--- config.mk ---
export PLATFORM = sky130hd
export DESIGN_NAME = smrb_mode_regs
export DESIGN_NICKNAME = d
export VERILOG_FILES = /design/src/hw/smrb_pkg.sv /design/src/hw/smrb_burst_addr.sv /design/src/hw/smrb_mode_regs.sv
export SDC_FILE = /design/constraint.sdc
export NUM_CORES = 1
export LEC_CHECK = 0
export ABC_AREA = 1
export ABC_CLOCK_PERIOD_IN_PS = 4900
export BUFFER_PORTS_ARGS = -buffer_cell sky130_fd_sc_hd__buf_2
export CAP_MARGIN = 25
export CELL_PAD_IN_SITES_DETAIL_PLACEMENT = 0
export CELL_PAD_IN_SITES_GLOBAL_PLACEMENT = 1
export CORE_MARGIN = 3
export CORE_UTILIZATION = 43
export DETAILED_ROUTE_END_ITERATION = 8
export PLACE_DENSITY = 0.83
export SLEW_MARGIN = 20
export SYNTH_ARGS = -nofsm -noshare
export SYNTH_HDL_FRONTEND = slang
export SYNTH_SLANG_ARGS = --single-unit
--- constraint.sdc ---
create_clock -name sys_clk_i -period 4.9 [get_ports sys_clk_i]
set_clock_uncertainty 0.05 [all_clocks]
set_input_delay 0.98 -clock sys_clk_i [delete_from_list [all_inputs] [get_ports sys_clk_i]]
set_output_delay 0.98 -clock sys_clk_i [all_outputs]
set_load 0.03 [all_outputs]
--- src/hw/smrb_pkg.sv ---
/*
 * smrb_pkg: shared constants and types for the mode register bank and
 * burst column sequencer of a low-power ddr sdram.
 * assumes: one 40 mhz clock; the command decoder upstream presents
 * mode register commands and burst events as single-cycle strobes.
 */
package smrb_pkg;

  // ------------------------------------------------------------------
  // clock and timing
  // ------------------------------------------------------------------
  localparam int CLK_PERIOD_PS = 25000;  // 40 mhz
  localparam int INIT_TIME_NS = 10000;   // internal auto-init run time
  // longest-type wait rounds down, never below one cycle
  localparam int INIT_CYCLES_RAW = (INIT_TIME_NS * 1000) / CLK_PERIOD_PS;
  localparam int INIT_CYCLES = (INIT_CYCLES_RAW < 1) ? 1 : INIT_CYCLES_RAW;
  localparam int INIT_CNT_W = 10;

  // ------------------------------------------------------------------
  // register addresses and field layout
  // ------------------------------------------------------------------
  localparam logic [7:0] ADDR_DEVICE_INFORMATION = 8'h00;
  localparam logic [7:0] ADDR_BURST_AND_WR_SETUP = 8'h01;
  localparam int DEVICE_TYPE_BIT_POS = 1;
  localparam int AUTO_INIT_STATUS_POS = 0;
  localparam int BL_LSB = 0;
  localparam int BT_POS = 3;
  localparam int WC_POS = 4;
  localparam int NWR_LSB = 5;
  localparam logic DEVICE_TYPE_SDRAM = 1'b0;
  // answer for write-only / reserved reads; value is arbitrary
  localparam logic [7:0] UNDEFINED_READ_DATA = 8'hA5;

  // ------------------------------------------------------------------
  // field codes and reset values
  // ------------------------------------------------------------------
  localparam logic [2:0] BL_CODE_4 = 3'h2;
  localparam logic [2:0] BL_CODE_8 = 3'h3;
  localparam logic [2:0] BL_CODE_16 = 3'h4;
  localparam logic BT_SEQUENTIAL = 1'b0;
  localparam logic BT_INTERLEAVED = 1'b1;
  localparam logic WC_WRAP = 1'b0;
  localparam logic WC_NO_WRAP = 1'b1;
  localparam logic [2:0] NWR_CODE_RESET = 3'h1;
  localparam logic [3:0] NWR_CODE_OFFSET = 4'h2;  // code 1 -> 3 cycles

  localparam int COL_W = 10;  // column address width
  localparam logic [4:0] LEN_4 = 5'h04;
  localparam logic [4:0] LEN_8 = 5'h08;
  localparam logic [4:0] LEN_16 = 5'h10;

  // ------------------------------------------------------------------
  // carriers
  // ------------------------------------------------------------------
  typedef struct packed {
    logic mode_register_read_cmd;        // mode_register_read_cmd strobe
    logic mode_register_write_cmd;        // mode_register_write_cmd strobe
    logic [7:0] addr; // mode register address
    logic [7:0] op;   // write operand
  } smrb_cmd_t;

  typedef struct packed {
    logic [2:0] burst_length_field;
    logic burst_ordering_type;
    logic wrap_control;
    logic [2:0] write_recovery_cycles;
  } smrb_cfg_t;

endpackage : smrb_pkg
--- src/hw/smrb_burst_addr.sv ---
/*
 * smrb_burst_addr: combinational column for one beat of a burst.
 * assumes: start column already has bit zero cleared; len is 4, 8 or 16.
 */
`timescale 1ns/1ps
module smrb_burst_addr (
  // burst setup
  input wire logic [smrb_pkg::COL_W-1:0] start_i,
  input wire logic [3:0] beat_i,
  input wire logic [4:0] len_i,
  input wire logic interleave_i,
  input wire logic no_wrap_i,
  // resulting column
  output logic [smrb_pkg::COL_W-1:0] col_o
);

  // ------------------------------------------------------------------
  // offset arithmetic
  // ------------------------------------------------------------------
  // offset width by length
  wire [3:0] mask = 4'(len_i - 5'h01);
  wire [3:0] seq_low = 4'(start_i[3:0] + beat_i) & mask;
  wire [3:0] int_low = (start_i[3:0] ^ beat_i) & mask;
  wire [3:0] low = interleave_i ? int_low : seq_low;
  wire [smrb_pkg::COL_W-1:0] wrap_col =
    {start_i[smrb_pkg::COL_W-1:4], (start_i[3:0] & ~mask) | low};
  wire [smrb_pkg::COL_W-1:0] nowrap_col =
    start_i + {{(smrb_pkg::COL_W-4){1'b0}}, beat_i};

  assign col_o = no_wrap_i ? nowrap_col : wrap_col;

endmodule : smrb_burst_addr

--- src/hw/smrb_mode_regs.sv ---
/*
 * smrb_mode_regs: mode register bank with burst column sequencer and
 * write-recovery precharge timer.
 * assumes: command strobes come from same-clock decode logic, one
 * cycle each; the controller keeps its own obligations.
 */
`timescale 1ns/1ps
module smrb_mode_regs (
  // clock and reset
  input wire logic sys_clk_i,
  input wire logic rst_n_i,
  // mode register commands
  input wire smrb_pkg::smrb_cmd_t cmd_i,
  // read answer
  output logic rd_valid_o,
  output logic [7:0] rd_data_o,
  output logic dqs_toggle_o,
  // burst start
  input wire logic burst_start_i,
  input wire logic [smrb_pkg::COL_W-1:0] burst_col_i,
  // burst beats
  output logic beat_valid_o,
  output logic [smrb_pkg::COL_W-1:0] beat_col_o,
  // auto-precharge
  input wire logic wr_ap_end_i,
  output logic precharge_start_o,
  // status and setup
  output logic auto_init_status_o,
  output smrb_pkg::smrb_cfg_t cfg_o
);

  // ------------------------------------------------------------------
  // state declarations
  // ------------------------------------------------------------------
  smrb_pkg::smrb_cfg_t cfg_q;        // feature setup
  logic [smrb_pkg::INIT_CNT_W-1:0] init_cnt_q;  // auto-init countdown
  logic rd_valid_q;
  logic [7:0] rd_data_q;
  logic [smrb_pkg::COL_W-1:0] start_q;  // latched burst start
  logic [4:0] beat_q; // next beat index, five bits so sixteen fits
  logic active_q;                       // burst in progress
  logic beat_valid_q;
  logic [smrb_pkg::COL_W-1:0] beat_col_q;
  logic [3:0] wr_cnt_q;                 // recovery countdown

  // ------------------------------------------------------------------
  // command decode
  // ------------------------------------------------------------------
  // both addresses decoded
  wire hit_info = cmd_i.addr == smrb_pkg::ADDR_DEVICE_INFORMATION;
  wire hit_setup = cmd_i.addr == smrb_pkg::ADDR_BURST_AND_WR_SETUP;
  // only the setup address is writable
  wire setup_wr = cmd_i.mode_register_write_cmd && hit_setup;
  wire init_busy = init_cnt_q != '0;
  // reserved bits of info forced zero
  wire [7:0] info_word = {6'h00, smrb_pkg::DEVICE_TYPE_SDRAM, init_busy};
  wire [7:0] rd_word = hit_info ? info_word : smrb_pkg::UNDEFINED_READ_DATA;

  // ------------------------------------------------------------------
  // field decode
  // ------------------------------------------------------------------
  // burst length decode
  wire [4:0] burst_len =
    (cfg_q.burst_length_field == smrb_pkg::BL_CODE_16) ? smrb_pkg::LEN_16 :
    (cfg_q.burst_length_field == smrb_pkg::BL_CODE_8) ? smrb_pkg::LEN_8 :
    smrb_pkg::LEN_4;
  wire [3:0] nwr_cycles =
    {1'b0, cfg_q.write_recovery_cycles} + smrb_pkg::NWR_CODE_OFFSET;
  wire [smrb_pkg::COL_W-1:0] start_even = {burst_col_i[smrb_pkg::COL_W-1:1],
    1'b0};
  wire [smrb_pkg::COL_W-1:0] addr_start = burst_start_i ? start_even : start_q;
  wire [3:0] addr_beat = burst_start_i ? 4'h0 : beat_q[3:0];
  wire [smrb_pkg::COL_W-1:0] next_col;
  // a four-bit index would wrap to zero after beat 15 and never end
  wire more_beats = active_q && (beat_q < burst_len);

  smrb_burst_addr u_addr (
    .start_i(addr_start),
    .beat_i(addr_beat),
    .len_i(burst_len),
    .interleave_i(cfg_q.burst_ordering_type == smrb_pkg::BT_INTERLEAVED),
    .no_wrap_i(cfg_q.wrap_control == smrb_pkg::WC_NO_WRAP),
    .col_o(next_col)
  );

  // ------------------------------------------------------------------
  // setup register
  // ------------------------------------------------------------------
  // only whole-byte writes to the setup address land here
  always_ff @(posedge sys_clk_i or negedge rst_n_i) begin
    if (!rst_n_i) begin
      cfg_q <= '{smrb_pkg::BL_CODE_4, smrb_pkg::BT_SEQUENTIAL,
                 smrb_pkg::WC_WRAP, smrb_pkg::NWR_CODE_RESET};
    end else if (setup_wr) begin
      cfg_q <= '{cmd_i.op[smrb_pkg::BL_LSB +: 3], cmd_i.op[smrb_pkg::BT_POS],
                 cmd_i.op[smrb_pkg::WC_POS], cmd_i.op[smrb_pkg::NWR_LSB +: 3]};
    end
  end

  // ------------------------------------------------------------------
  // auto-init and read answer
  // ------------------------------------------------------------------
  // countdown while init runs
  always_ff @(posedge sys_clk_i or negedge rst_n_i) begin
    if (!rst_n_i) begin
      init_cnt_q <= smrb_pkg::INIT_CNT_W'(smrb_pkg::INIT_CYCLES);
    end else if (init_busy) begin
      init_cnt_q <= init_cnt_q - 1'b1;
    end
  end

  // read data registered one cycle after the command
  always_ff @(posedge sys_clk_i or negedge rst_n_i) begin
    if (!rst_n_i) begin
      rd_valid_q <= 1'b0;
      rd_data_q <= 8'h00;
    end else begin
      rd_valid_q <= cmd_i.mode_register_read_cmd;
      if (cmd_i.mode_register_read_cmd) begin
        rd_data_q <= rd_word;
      end
    end
  end

  // ------------------------------------------------------------------
  // burst sequencer
  // ------------------------------------------------------------------
  // a new start restarts the burst even mid-flight
  always_ff @(posedge sys_clk_i or negedge rst_n_i) begin
    if (!rst_n_i) begin
      start_q <= '0;
      beat_q <= 5'h00;
      active_q <= 1'b0;
      beat_valid_q <= 1'b0;
      beat_col_q <= '0;
    end else if (burst_start_i || more_beats) begin
      if (burst_start_i) begin
        start_q <= start_even;
      end
      beat_q <= burst_start_i ? 5'h01 : 5'(beat_q + 5'h01);
      active_q <= 1'b1;
      beat_valid_q <= 1'b1;
      beat_col_q <= next_col;
    end else begin
      active_q <= 1'b0;
      beat_valid_q <= 1'b0;
    end
  end

  // ------------------------------------------------------------------
  // write recovery timer
  // ------------------------------------------------------------------
  // load recovery count on burst end
  always_ff @(posedge sys_clk_i or negedge rst_n_i) begin
    if (!rst_n_i) begin
      wr_cnt_q <= 4'h0;
    end else if (wr_ap_end_i) begin
      wr_cnt_q <= nwr_cycles;
    end else if (wr_cnt_q != 4'h0) begin
      wr_cnt_q <= wr_cnt_q - 4'h1;
    end
  end

  // ------------------------------------------------------------------
  // outputs
  // ------------------------------------------------------------------
  assign rd_valid_o = rd_valid_q;
  assign rd_data_o = rd_data_q;
  assign dqs_toggle_o = rd_valid_q;
  assign beat_valid_o = beat_valid_q;
  assign beat_col_o = beat_col_q;
  assign precharge_start_o = wr_cnt_q == 4'h1;
  assign auto_init_status_o = init_busy;
  assign cfg_o = cfg_q;

  // ------------------------------------------------------------------
  // checks
  // ------------------------------------------------------------------
  chk_read_answer: assert property (
    @(posedge sys_clk_i) disable iff (!rst_n_i)
    cmd_i.mode_register_read_cmd |=> rd_valid_o && dqs_toggle_o)
    else $error("read command not answered next cycle");
  chk_info_reserved: assert property (
    @(posedge sys_clk_i) disable iff (!rst_n_i)
    cmd_i.mode_register_read_cmd && hit_info |=> rd_data_o[7:2] == 6'h00)
    else $error("reserved info bits not zero");
  chk_info_type: assert property (
    @(posedge sys_clk_i) disable iff (!rst_n_i)
    cmd_i.mode_register_read_cmd && hit_info |=> rd_data_o[1] == 1'b0)
    else $error("device type bit not zero");
  chk_init_bit: assert property (
    @(posedge sys_clk_i) disable iff (!rst_n_i)
    cmd_i.mode_register_read_cmd && hit_info |=> rd_data_o[0] == $past(auto_init_status_o))
    else $error("auto-init bit wrong");
  chk_ro_write: assert property (
    @(posedge sys_clk_i) disable iff (!rst_n_i)
    cmd_i.mode_register_write_cmd && !hit_setup |=> $stable(cfg_o))
    else $error("write to other address changed setup");
  chk_setup_store: assert property (
    @(posedge sys_clk_i) disable iff (!rst_n_i)
    setup_wr |=> cfg_o.write_recovery_cycles == $past(cmd_i.op[7:5]))
    else $error("recovery field not stored");
  chk_col_even: assert property (
    @(posedge sys_clk_i) disable iff (!rst_n_i)
    beat_valid_o && beat_q[0] |-> beat_col_o[0] == 1'b0)
    else $error("even beat on odd column");
  chk_first_beat: assert property (
    @(posedge sys_clk_i) disable iff (!rst_n_i)
    burst_start_i |=> beat_valid_o &&
      beat_col_o == {$past(burst_col_i[smrb_pkg::COL_W-1:1]), 1'b0})
    else $error("first beat column wrong");
  chk_recovery_load: assert property (
    @(posedge sys_clk_i) disable iff (!rst_n_i)
    wr_ap_end_i |=> wr_cnt_q == {1'b0, $past(cfg_q.write_recovery_cycles)}
      + 4'h2 ##0 !precharge_start_o)
    else $error("recovery count not loaded");
  chk_bl4_end: assert property (
    @(posedge sys_clk_i) disable iff (!rst_n_i)
    burst_start_i && burst_len == smrb_pkg::LEN_4 && !setup_wr
      ##1 (!burst_start_i && !setup_wr) [*4] |=> !beat_valid_o)
    else $error("four-beat burst overran");

endmodule : smrb_mode_regs

Word level (Yosys, flattened, before mapping)

Cells that the tools add are included.

Bits in registers: 57
Bits in latches: 0
Bits in writable memories: 0
Bits in read-only memories: 0
Bits of input ports: 32
Output and inout bits: 31
Word-level logic and storage cells: 48
Memories: 0

Add/sub/neg operators: 7
Multipliers: 0
Div/mod/pow operators: 0
$lt $le $gt $ge: 1
Equality and inequality tests: 4
Shifts and indexed selects: 0
Muxes and demuxes: 11
Bitwise operators: 6
Reduce and logical (&&, ||, !) cells: 7

Operators by type and width:

| cell                                                                 | count |
|---|---|
| 10-bit two-way mux                                                   | 2 |
| 4-bit two-way mux                                                    | 5 |
| 4-bit bitwise AND                                                    | 3 |
| 10-bit by 4-bit adder with 10-bit output                             | 1 |
| 5-bit two-way mux                                                    | 2 |
| 10-bit nonzero test                                                  | 1 |
| 10-bit by 1-bit subtractor with 10-bit output, second input constant | 1 |
| 8-bit by 1-bit == test with 1-bit output, second input constant      | 1 |
| 8-bit logical NOT                                                    | 1 |
| 8-bit two-way mux                                                    | 1 |
| 4-bit by 1-bit subtractor with 4-bit output, second input constant   | 2 |
| 5-bit by 1-bit adder with 5-bit output, second input constant        | 1 |
| 5-bit less-than comparator                                           | 1 |
| 3-bit by 2-bit adder with 4-bit output, second input constant        | 1 |
| 4-bit adder                                                          | 1 |
| 4-bit by 1-bit == test with 1-bit output, second input constant      | 1 |
| 4-bit inverter                                                       | 1 |
| 4-bit bitwise OR                                                     | 1 |
| 4-bit nonzero test                                                   | 1 |
| 4-bit bitwise XOR                                                    | 1 |
| 3-bit by 2-bit == test with 1-bit output, second input constant      | 1 |
| 3-bit == test, second input constant                                 | 1 |
| 1-bit logical AND                                                    | 2 |
| 2-bit nonzero test                                                   | 1 |
| other kinds (2)                                                      | 2 |

Depth between registers and ports, before layout

Depth in word-level cells: 8
Depth in mapped cells: 14
Gate-level depth less buffers: 14

Cells and area by module

From an unflattened synthesis, not the netlist that was laid out.

Cell total of the unflattened synthesis: 398
Area total of the unflattened synthesis: 3150.5 sq um

By module, submodules not included:

| module          | instances | cells each | area an instance (sq um) | sequential area each (sq um) |
|---|---|---|---|---|
| smrb_mode_regs  | 1         | 314        | 2667.6                   | 1282.5 |
| smrb_burst_addr | 1         | 84         | 483.0                    | 0.0 |

Worst setup path before layout

No wires, ideal clock.

Path type: input port to flip-flop
From: in burst_start_i
To: reg beat_col_q, in the netlist beat_col_o[8]
Library setup time: 0.117 ns
Arrival time: 2.526 ns
Data required time: 4.733 ns
Slack: 2.207 ns
Cell stages on the path: 13
Buffers on the path: 2
Cell sequence: buf_6 buf_4 nor2_1 ha_1 fa_1 inv_1 nor2_1 o21ai_0 nor2_1 nand2_1 o21ai_0 nand3_1 nand2_1

Longest elaborated chain between the ends: 3

Ends and longest elaborated chain:

| item                                                    | RTL line              | source |
|---|---|---|
| start, declared                                         | smrb_mode_regs.sv:19  | `input wire logic burst_start_i,` |
| 10-bit two-way mux or 4-bit two-way mux (tied branches) | n/a                   |  |
| 10-bit by 4-bit adder with 10-bit output                | smrb_burst_addr.sv:28 | `start_i + {{(smrb_pkg::COL_W-4){1'b0}}, beat_i};` |
| 10-bit two-way mux                                      | smrb_burst_addr.sv:30 | `assign col_o = no_wrap_i ? nowrap_col : wrap_col;` |
| end signal, assigned                                    | smrb_mode_regs.sv:143 | `beat_col_q <= next_col;` |
| end, declared                                           | smrb_mode_regs.sv:43  | `logic [smrb_pkg::COL_W-1:0] beat_col_q;` |

Several ways; a longest one is shown, not always the timed one.
A chain may end at the register's enable or synchronous reset.

Worst setup path after layout

From: in burst_start_i
To: reg beat_col_q, in the netlist beat_col_o[9]

Longest elaborated chain between the ends: 3

Ends and longest elaborated chain:

| item                                     | RTL line              | source |
|---|---|---|
| 10-bit two-way mux                       | n/a                   |  |
| named net addr_start, one bit            | smrb_mode_regs.sv:71  | `wire [smrb_pkg::COL_W-1:0] addr_start = burst_start_i ? start_even : start_q;` |
| 10-bit by 4-bit adder with 10-bit output | smrb_burst_addr.sv:28 |  |
| 10-bit two-way mux                       | smrb_burst_addr.sv:30 |  |

The timed path passes the listed nets, and every way through them passes these cells.

==> metrics <==
Worst Setup Slack, final 1.91 ns; Startpoint Class input port; Rel. slew slack ~57%; Die Ht about 87 µm; most used cell, CP nand3_1; wire per inst approximately 11 µm; DRC violations left 0; WS Path Type in -> reg; critical path arrival about 3.2 ns; Tcrit/Tclk final roughly three fifths; port bufs between 50 and 60; core area just over 6000 µm²; most frequent cells in the layout 77 x nand2_1, 57 x buf_2, 46 x inv_1, 46 x dfrtp_1, 32 x nor2_1; drt first pass iters 7; Reg2Reg Depth 9; Initial Util a little under half; HP Class reg -> reg; run status finished clean; top-area cell type share of the netlist area between 40% and 50%; area taken by multi-input logic gates 1220 µm²; placed wire-length estimate 4040 µm; largest net degree at the start of global routing 52; CTS root buf clkbuf_8; Bufs and invs on worst path 3; Sink Count 51; Clock Latency Late Sink a little over 0.3 ns; I/O Pins between 60 and 70; Final ANT Viol Nets 0; Max Root-Sink Buffers 2; RSZ-0062 raised after global routing false; WL final 5350 µm; Rows 28; Worst Path Required ~5 ns; Worst-path clk slew roughly 0.1 ns; Pwr per Cell Area 310 nW/µm²; fmax between 300 and 400 MHz; VDD IR max 0.000152 V; Synth area leaders dfrtp_1 41%, nand2_1 10%, inv_1 6.2%, ha_1 5.4%, dfstp_2 4.7%; vias per inst 4.73; CP cell instances buf_2, inv_2, or2_1, o21ai_0, inv_1, ha_1, nand3_1, nand3_1, nand2_1, a21oi_1, nand4_1, nand3_1, nand2_1; Setup Slack @ Placement roughly 1.6 ns; antenna violations before repair 0; number of synthesized register bits a little over 50; Comb pwr share between 20% and 30%; Unique masters post-synth 39; TritonCTS clock tree done; Tot GR Track Use between 10% and 20%; Die ar. 7520 µm²; final setup violation count 0; yosys warns 0; Max-Cap Viols 0; synthesis-to-layout area growth 13.6%; TNS Setup 0 ns; Post-synth EDFFs 0; Avg Cell Area, Syn approximately 8 µm²; Worst path depth 13; cell count after synthesis 340; Pleak 1.73 nW; sequential fraction of the synthesis area a little under half; first-pass GRT wire length 9650 µm; final std cells w/o fill between 400 and 500; Nets roughly 440; Worst path slowest cell ha_1; Final Hold Viols 0; crit end category flip-flop; delay-heaviest family, CP simple AND/OR/NAND/NOR gates; PostCTS Resize Cnt 0; post-synth top area cell dfrtp_1; # diodes 0; Worst Hold Depth 1; Reg power frac approximately 49%; commonest non-fill, non-tap cell in the layout nand2_1; initial DRC count 72; GRT overflow 0; Clk pwr share 26.3%; Worst-Margin Slew between 0.6 and 0.7 ns; Cell Area, Synth roughly 2800 µm²; DP Cell Count 462; Synth Flop Type dfrtp_1; Min Clock Period, post-route between 2 and 3 ns; P_int 0.655 mW; Layout fillers between 600 and 700; switch share between 30 and 40%; TritonCTS buffer count 5; vias in the first global route about 2100; CTS Hold Bufs 0; layout cells sized above 1 23.3%; Final Slew Violations 0; register area about 1300 µm²; die width 86.7 µm; number of buffers added for setup after CTS 0; slowest cell delay on critical path roughly 0.36 ns; asr flop ratio synth 100%; htree depth 2; GP Congestion 0.797; Net Sw Power approximately 0.33 mW; via count 2224; critical path peak fanout 20
[layer usage]
layer  vias to the layer above  wire, µm  global-route usage (%)
met5                         -         0                       0
met4                         0        43                    3.40
met3                         4       393                    4.18
met2                        61      2420                    26.2
met1                       980      2500                    21.0
li1                       1179         -                       -
[area by class of cell]
cell class / instances / share of cell area [%]
Multi-Input combinational cell: 227 / 38.4
Timing Repair Buffer: 58 / 9.20
Clock buffer: 6 / 2.59
Clock inverter: 2 / 0.511
Sequential cell: 51 / 40.3
Tap cell: 75 / 2.95
Inverter: 51 / 6.01
[power groups by stage]
stage | Sequential [mW] | Combinational [mW] | Clock, mW
after global placement | 0.494 | 0.242 | 0
final | 0.486 | 0.241 | 0.260
after global routing | 0.493 | 0.276 | 0.290
after detailed placement | 0.494 | 0.245 | 0
after floorplan | 0.531 | 0.141 | 0
after CTS | 0.487 | 0.246 | 0.274
[kinds of logic (layout without fill, tap and decap cells)]
| logic type | count (synthesis) | after routing | share of synthesized area (%) |
|---|---|---|---|
| AO/OA/AOI/OAI | 48 | 48 | 9.82 |
| XOR/XNOR | 6 | 6 | 1.88 |
| adder cells (fa/ha/maj) | 13 | 13 | 6.07 |
| buffers and inverters | 65 | 117 | 11.0 |
| flip-flops | 51 | 51 | 45.8 |
| other | 1 | 4 | 0.134 |
| AND/OR/NAND/NOR | 156 | 156 | 25.4 |
[flip-flops by register name (all words and copies together) (netlist names)]
signal and flops:
beat_col_o 10, init_cnt_q 10, start_q 10, cfg_o 8
beat_q 5, wr_cnt_q 4, rd_data_o 2, beat_valid_o 1
dqs_toggle_o 1
[synth_stat cells (all sizes together), types with 2 or more instances]
cell,instances
a21boi,2
a21oi,11
buf,14
dfrtp,46
dfstp,5
ha,12
inv,51
nand2,82
nand3,22
nand3b,2
nand4,4
nor2,34
nor3,5
o21ai,28
o221ai,2
or2,5
xnor2,3
xor2,3
[per-stage QoR]
stage	area [µm²]	util, %	total power, mW	hold slack, ns
after floorplan	2810	-	0.672	0.387
after global placement	3080	50.3	0.735	0.400
after detailed placement	3080	50.3	0.739	0.408
after CTS	3180	51.9	1.01	0.425
after global routing	3180	51.9	1.06	0.458
final	3180	51.9	0.987	0.422
[path summary, 6_finish.rpt]
path / to / slack [ns] / from
min: init_cnt_q[0] / 0.42 / init_cnt_q[0]
max in group asynchronous: init_cnt_q[2] / 3.64 / rst_n_i
max reg2reg: beat_q[0] / 2.80 / cfg_o[6]
min reg2reg: init_cnt_q[0] / 0.42 / init_cnt_q[0]
min in group asynchronous: start_q[5] / 0.72 / rst_n_i
max: beat_col_o[9] / 1.91 / burst_start_i
Note: power is estimated with default switching activity, not from simulation.
